**src/hw/rps_pkg.sv**
```systemverilog
// Package with register map, field layout and carrier types of the remap output selector
package rps_pkg;
  localparam int SEL_W = 6;
  localparam int REG_W = 16;
  localparam logic [11:0] OFS_SELECT_6 = 12'h000;
  localparam logic [11:0] OFS_SELECT_7 = 12'h004;
  localparam int LO_FIELD_LSB = 0;
  localparam int HI_FIELD_LSB = 8;
  localparam logic [SEL_W-1:0] SEL_RESET = 6'h00;
  localparam logic [SEL_W-1:0] SEL_NONE = 6'h00;
  localparam int NUM_PINS = 4;

  typedef struct packed {
    logic psel;
    logic penable;
    logic pwrite;
    logic [11:0] paddr;
    logic [31:0] pwdata;
  } rps_apb_req_t;

  typedef struct packed {
    logic [31:0] prdata;
    logic pready;
    logic pslverr;
  } rps_apb_rsp_t;

  typedef struct packed {
    logic [SEL_W-1:0] sel12;
    logic [SEL_W-1:0] sel13;
    logic [SEL_W-1:0] sel14;
    logic [SEL_W-1:0] sel15;
  } rps_state_t;
endpackage : rps_pkg

```
**src/hw/rps_pin_mux.sv**
```systemverilog
// One remappable output pin: selects a peripheral output by number
`timescale 1ns/10ps
module rps_pin_mux
  import rps_pkg::*;
#(
  parameter int NUM_PERIPH = 64
) (
  // Selection
  input wire logic [SEL_W-1:0] sel,
  input wire logic [NUM_PERIPH-1:0] periph_out,
  input wire logic port_out,
  // Pin drive
  output logic pin_out,
  output logic pin_mapped
);
  // Zero selects nothing, so the pin falls back to the port latch
  always_comb begin
    pin_mapped = (sel != SEL_NONE);
    pin_out = pin_mapped ? periph_out[sel] : port_out;
  end
endmodule : rps_pin_mux

```
**src/hw/rps_top.sv**
```systemverilog
// Top of the remappable output pin selector with its APB register slave
//
// Our own choices: the placing of the registers and the APB slave port.
`timescale 1ns/10ps
module rps_top
  import rps_pkg::*;
#(
  parameter int NUM_PERIPH = 64,
  parameter bit SMALL_PACKAGE = 1'b0
) (
  // Clock and reset
  input wire logic CLOCK,
  input wire logic RST,
  // APB slave
  input wire logic PSEL,
  input wire logic PENABLE,
  input wire logic PWRITE,
  input wire logic [11:0] PADDR,
  input wire logic [31:0] PWDATA,
  output logic [31:0] PRDATA,
  output logic PREADY,
  output logic PSLVERR,
  // Peripheral outputs and port latches
  input wire logic [NUM_PERIPH-1:0] PERIPH_OUT,
  input wire logic [NUM_PINS-1:0] PORT_OUT,
  // Remappable pins 12 to 15, bit 0 is pin 12
  output logic [NUM_PINS-1:0] REMAP_PIN_OUT,
  output logic [NUM_PINS-1:0] REMAP_PIN_MAPPED
);
  rps_apb_req_t req;
  rps_apb_rsp_t rsp;
  rps_state_t state_q;
  rps_state_t state_d;
  logic [31:0] rdata_q;
  logic [31:0] rdata_d;
  logic wr_en;
  logic rd_en;
  logic hit6;
  logic hit7;
  logic [SEL_W-1:0] sel_lo;
  logic [SEL_W-1:0] sel_hi;
  logic [SEL_W-1:0] sel_vec [NUM_PINS];
  logic [31:0] word6;
  logic [31:0] word7;

  assign req = '{psel: PSEL, penable: PENABLE, pwrite: PWRITE, paddr: PADDR, pwdata: PWDATA};

  // Zero-wait slave: every access completes in its first access cycle
  always_comb begin
    hit6 = (req.paddr == OFS_SELECT_6);
    hit7 = (req.paddr == OFS_SELECT_7);
    wr_en = req.psel && req.penable && req.pwrite;
    rd_en = req.psel && !req.penable && !req.pwrite;
    sel_lo = req.pwdata[LO_FIELD_LSB +: SEL_W];
    sel_hi = req.pwdata[HI_FIELD_LSB +: SEL_W];
  end

  // Reserved bits are tied off here so every read path sees zeros
  always_comb begin
    word6 = 32'h0000_0000;
    word7 = 32'h0000_0000;
    word6[LO_FIELD_LSB +: SEL_W] = state_q.sel12;
    word6[HI_FIELD_LSB +: SEL_W] = state_q.sel13;
    word7[LO_FIELD_LSB +: SEL_W] = state_q.sel14;
    word7[HI_FIELD_LSB +: SEL_W] = state_q.sel15;
  end

  always_comb begin
    state_d = state_q;
    rdata_d = rdata_q;
    if (wr_en && hit6) begin
      state_d.sel12 = sel_lo;
      state_d.sel13 = sel_hi;
    end
    if (wr_en && hit7) begin
      state_d.sel14 = sel_lo;
      state_d.sel15 = SMALL_PACKAGE ? SEL_NONE : sel_hi;
    end
    // Read data is captured in setup so it comes from a flop in the access cycle
    // Unmapped reads clear the word so stale data never leaks out
    if (rd_en) begin
      if (hit6) begin
        rdata_d = word6;
      end else if (hit7) begin
        rdata_d = word7;
      end else begin
        rdata_d = 32'h0000_0000;
      end
    end
  end

  always_ff @(posedge CLOCK) begin
    if (RST) begin
      state_q <= '{default: SEL_RESET};
      rdata_q <= 32'h0000_0000;
    end else begin
      state_q <= state_d;
      rdata_q <= rdata_d;
    end
  end

  // Unmapped addresses read zero and report an error, writes there are dropped
  always_comb begin
    rsp.prdata = rdata_q;
    rsp.pready = 1'b1;
    rsp.pslverr = req.psel && req.penable && !(hit6 || hit7);
  end
  assign PRDATA = rsp.prdata;
  assign PREADY = rsp.pready;
  assign PSLVERR = rsp.pslverr;

  assign sel_vec[0] = state_q.sel12;
  assign sel_vec[1] = state_q.sel13;
  assign sel_vec[2] = state_q.sel14;
  assign sel_vec[3] = state_q.sel15;

  for (genvar i = 0; i < NUM_PINS; i++) begin : g_pin
    rps_pin_mux #(.NUM_PERIPH(NUM_PERIPH)) u_mux (
      .sel(sel_vec[i]),
      .periph_out(PERIPH_OUT),
      .port_out(PORT_OUT[i]),
      .pin_out(REMAP_PIN_OUT[i]),
      .pin_mapped(REMAP_PIN_MAPPED[i])
    );
  end

  // Checks
  a_write_sel12: assert property (@(posedge CLOCK) disable iff (RST)
    (wr_en && hit6) |=> state_q.sel12 == $past(PWDATA[5:0]))
    else $error("pin 12 selector not loaded");
  a_write_sel13: assert property (@(posedge CLOCK) disable iff (RST)
    (wr_en && hit6) |=> state_q.sel13 == $past(PWDATA[13:8]))
    else $error("pin 13 selector not loaded");
  a_write_sel14: assert property (@(posedge CLOCK) disable iff (RST)
    (wr_en && hit7) |=> state_q.sel14 == $past(PWDATA[5:0]))
    else $error("pin 14 selector not loaded");
  a_write_sel15: assert property (@(posedge CLOCK) disable iff (RST)
    (wr_en && hit7 && !SMALL_PACKAGE) |=> state_q.sel15 == $past(PWDATA[13:8]))
    else $error("pin 15 selector not loaded");
  a_small_pkg_zero: assert property (@(posedge CLOCK) disable iff (RST)
    SMALL_PACKAGE |-> state_q.sel15 == 6'h00)
    else $error("pin 15 selector present on small package");
  a_reserved_zero: assert property (@(posedge CLOCK) disable iff (RST)
    PRDATA[31:14] == 18'h00000 && PRDATA[7:6] == 2'h0)
    else $error("reserved bits read nonzero");
  a_small_drop: assert property (@(posedge CLOCK) disable iff (RST)
    (wr_en && hit7 && SMALL_PACKAGE) |=> state_q.sel15 == 6'h00)
    else $error("pin 15 selector loaded on small package");

  // Routing of every pin, port fallback of pins 12 and 15, mapped flag of pin 12
  a_route_pin12: assert property (@(posedge CLOCK) disable iff (RST)
    (state_q.sel12 != 6'h00) |-> REMAP_PIN_OUT[0] == PERIPH_OUT[state_q.sel12])
    else $error("pin 12 not routed");
  a_route_pin13: assert property (@(posedge CLOCK) disable iff (RST)
    (state_q.sel13 != 6'h00) |-> REMAP_PIN_OUT[1] == PERIPH_OUT[state_q.sel13])
    else $error("pin 13 not routed");
  a_route_pin14: assert property (@(posedge CLOCK) disable iff (RST)
    (state_q.sel14 != 6'h00) |-> REMAP_PIN_OUT[2] == PERIPH_OUT[state_q.sel14])
    else $error("pin 14 not routed");
  a_route_pin15: assert property (@(posedge CLOCK) disable iff (RST)
    (state_q.sel15 != 6'h00) |-> REMAP_PIN_OUT[3] == PERIPH_OUT[state_q.sel15])
    else $error("pin 15 not routed");
  a_port_pin12: assert property (@(posedge CLOCK) disable iff (RST)
    (state_q.sel12 == 6'h00) |-> REMAP_PIN_OUT[0] == PORT_OUT[0])
    else $error("pin 12 not on port control");
  a_port_pin15: assert property (@(posedge CLOCK) disable iff (RST)
    (state_q.sel15 == 6'h00) |-> REMAP_PIN_OUT[3] == PORT_OUT[3])
    else $error("pin 15 not on port control");
  a_mapped_flag: assert property (@(posedge CLOCK) disable iff (RST)
    REMAP_PIN_MAPPED[0] == (state_q.sel12 != 6'h00))
    else $error("pin 12 mapped flag wrong");

  // First edge after reset release sees cleared selectors
  a_idle_port: assert property (@(posedge CLOCK)
    ($past(RST) && !RST) |-> state_q == '0 && REMAP_PIN_OUT == PORT_OUT)
    else $error("pins not on port control after reset");
  a_hold_idle: assert property (@(posedge CLOCK) disable iff (RST)
    !wr_en |=> $stable(state_q))
    else $error("selector changed without a write");

  // Bus side
  a_ready_high: assert property (@(posedge CLOCK) disable iff (RST)
    PREADY)
    else $error("ready dropped");
  a_unmapped_err: assert property (@(posedge CLOCK) disable iff (RST)
    (PSEL && PENABLE && PADDR != OFS_SELECT_6 && PADDR != OFS_SELECT_7) |-> PSLVERR)
    else $error("unmapped access not flagged");
  a_unmapped_drop: assert property (@(posedge CLOCK) disable iff (RST)
    (wr_en && !hit6 && !hit7) |=> $stable(state_q))
    else $error("unmapped write changed a selector");
  a_rdata_hold: assert property (@(posedge CLOCK) disable iff (RST)
    !rd_en |=> $stable(PRDATA))
    else $error("read data moved outside a read");
  a_readback_7: assert property (@(posedge CLOCK) disable iff (RST)
    (rd_en && hit7) |=> PRDATA[13:0] == {2'h0, state_q.sel15, 2'h0, state_q.sel14})
    else $error("readback mismatch on second register");
  a_readback_6: assert property (@(posedge CLOCK) disable iff (RST)
    (rd_en && hit6) |=> PRDATA[13:0] == {2'h0, state_q.sel13, 2'h0, state_q.sel12})
    else $error("readback mismatch");

  c_write6: cover property (@(posedge CLOCK) wr_en && hit6);
  c_write7: cover property (@(posedge CLOCK) wr_en && hit7);
  c_read7: cover property (@(posedge CLOCK) rd_en && hit7);
  c_mapped: cover property (@(posedge CLOCK) REMAP_PIN_MAPPED == 4'hF);
  c_unmapped: cover property (@(posedge CLOCK) rsp.pslverr);
endmodule : rps_top

```
**config.mk**
```make
export PLATFORM = sky130hd
export DESIGN_NAME = rps_top
export DESIGN_NICKNAME = d
export VERILOG_FILES = /design/src/hw/rps_pkg.sv /design/src/hw/rps_pin_mux.sv /design/src/hw/rps_top.sv
export SDC_FILE = /design/constraint.sdc
export NUM_CORES = 1
export LEC_CHECK = 0
export BUFFER_PORTS_ARGS = -buffer_cell sky130_fd_sc_hd__buf_2
export CORE_MARGIN = 8
export CORE_UTILIZATION = 30
export CTS_CLUSTER_DIAMETER = 60
export DETAILED_ROUTE_END_ITERATION = 16
export PLACE_DENSITY = 0.65
export SLEW_MARGIN = 40
export SYNTH_ARGS = -nofsm -noshare
export SYNTH_HDL_FRONTEND = slang
export SYNTH_SLANG_ARGS = --single-unit
```
**constraint.sdc**
```tcl
create_clock -name CLOCK -period 2.04 [get_ports CLOCK]
set_input_delay 0.102 -clock CLOCK [delete_from_list [all_inputs] [get_ports CLOCK]]
set_output_delay 0.102 -clock CLOCK [all_outputs]
set_load 0.005 [all_outputs]
```
==> run metrics <==
wire per inst=21.5 µm; CP max-delay cell=mux4_2; Worst Setup End Kind=primary output; fin. max-slew vios=0; Max Clock Freq=427 MHz; cell chain of the critical path=buf_8, mux4_2, mux4_2, mux2i_4, a21oi_2, buf_2; clock buffer count from CTS=5; largest net degree at the start of global routing=37; initial antenna violation count=0; post-synth top area cell=mux4_2; via/cell ratio=5.69; Seq. cell area=736 µm²; total die area=17500 µm²; final instance area=5280 µm²; FILL cells=1336; Die Width=132 µm; fin cells=704; FFs w/ async S/R, synth=0; yosys warns=0; Hold Path Class=primary input to flop; min-delay src=PWDATA[2]; hpwl dp=11800 µm; Critical Path Start=sel_vec[12]; initial DRC count=334; Worst EP required=1.94 ns; Clock Sink Count=36; CP Launch Type=flop; worst r2r src=sel_vec[12]; DR DRC count=0; crit path DAT=2.24 ns; min Tclk post-route=2.34 ns; diode count=0; ys flop type=dfxtp_1; number of I/O port buffers=117; global-route wire length before repair=23900 µm; status=finished with violations; Total Routing Usage GR=0.169; Most common cell on crit path=mux4_2; Setup TNS=-0.708 ns; initial core utilization=0.307; layout cell share with drive strength beyond 1=0.477; Yosys top cell area share=0.227; vias in the first global route=4244; Longest Clk Path Bufs=2; antenna-violating nets left=0; htree depth=2; GR Overflow Total=0; syn avg cell area=9.85 µm²; row count=42; part of the cycle the worst path needs=1.15; delay of the slowest critical-path stage=0.52 ns; clk_skew=0.00689 ns; Clock Pin Slew Worst Setup and Hold Paths=0.06 ns; endpoints failing setup=4; RSZ-0062 raised after global routing=true; most frequent cells after synthesis=mux2i_1 (74), nor2_1 (49), mux4_2 (41); synth unique cells=46; DP Area=4880 µm²; type of the worst setup path=flop to primary output; Die Ht=132 µm; failing checks=setup timing; Power Density=375 nW/µm²; Setup WS post-layout=-0.304 ns; Mapped Cells=412; top-count cell post-synth=mux2i_1; max cap viols=0; area of the multi-input gates=3060 µm²; Critical Path Fanout Max=8; Vias=4005; Nets=644; GP Congestion=0.894; Rel. slew slack=0.562; P_leak=1.89 nW; Worst Max-Slew Pin Slew=0.657 ns; Netlist Area Pre-Place=4060 µm²; I/O Pins=159; Syn-to-layout area delta=30.0%; Core Box Area=13200 µm²; placed cell count=690; CTS tree=yes; total wire length=15100 µm; top cells by area, synth=mux4_2 (23%), mux2i_1 (18%), dfxtp_1 (18%); final hold vios=0; post-synthesis sequential area ratio=0.178; clock root cell=clkbuf_16; clk_lat worst skew=0.28 ns; Peak VDD IR=0.000295 V; Post-synth EDFFs=0; Pre-antenna DRT Iters=5; register bit total from synthesis=36
-- timing repair --
item / CTS / global route
setup buffers: 4 / 1
resized for setup: 44 / 12
endpoints found under the setup margin: 5 / 4
hold buffers: 0 / 0
pin swaps: 11 / 4
cloned: 1 / 0
-- registers in the layout (all words and copies together) (netlist names) --
signal	flops
sel_vec	24
PRDATA	12
-- metrics by stage --
step | utilization | hold slack [ns] | power (W) | setup slack (ns)
2_1_floorplan | - | 0.249 | 0.000931 | 0.0794
3_3_place_gp | 0.369 | 0.354 | 0.00109 | -0.103
3_5_place_dp | 0.369 | 0.363 | 0.00110 | -0.131
4_1_cts | 0.395 | 0.0715 | 0.00198 | -0.299
5_1_grt | 0.399 | 0.0794 | 0.00206 | -0.333
6_report | 0.399 | 0.0762 | 0.00198 | -0.304
-- final cells by class --
type | count | area share
clock buffers | 5 | 0.0237
repair buffers | 160 | 0.204
well taps | 176 | 0.0417
multi-input cells | 320 | 0.580
inverters | 4 | 0.00284
clock inverters | 3 | 0.00806
flip-flops and latches | 36 | 0.139
-- final timing paths --
kind	end	slack, ns	cells past startpoint
worst max register to register	PRDATA[8]	0.81	5
worst max-delay path	REMAP_PIN_OUT[1]	-0.30	6
worst min-delay path	sel_vec[8]	0.08	3
worst min register to register	PRDATA[3]	0.50	2
-- worst max-delay path: cells and delay by family (launching register included) --
family,cells,cell delay [ns]
AO/OA/AOI/OAI,1,0.08
buffers and inverters,2,0.28
flip-flops,1,0.36
multiplexers,3,1.23
-- layer usage --
layer	track usage	share of wire	vias up
met5	0	0	-
met4	0.0574	0.030	0
met3	0.0522	0.11	38
met2	0.269	0.46	278
met1	0.214	0.41	1916
li1	-	-	1773
-- layout by cell type, fill, tap and decap left out, types with 10 or more instances in the layout --
cell,Yosys,layout
nand2_1,10,10
dfxtp_1,36,30
nand3_1,11,10
mux2i_1,74,69
buf_4,32,26
nor2_1,49,49
buf_2,16,117
conb_1,2,21
a22oi_1,17,17
a211oi_1,15,12
mux4_2,41,48
-- report_power, final --
part	switching, W	total, W	internal [W]
registers	0.00000593	0.000716	0.000710
logic	0.000195	0.000384	0.000190
clock network	0.000305	0.000879	0.000574
total	0.000506	0.00198	0.00147
-- logic make-up after synthesis --
kind of cell / Yosys count / share of synthesized area
DFF: 36 / 0.178
AOI/OAI and AO/OA: 60 / 0.105
buffers and inverters: 75 / 0.111
muxes: 124 / 0.461
other: 2 / 0.00185
and+or+nand+nor: 115 / 0.144
Power figures use the tool's default switching activity.
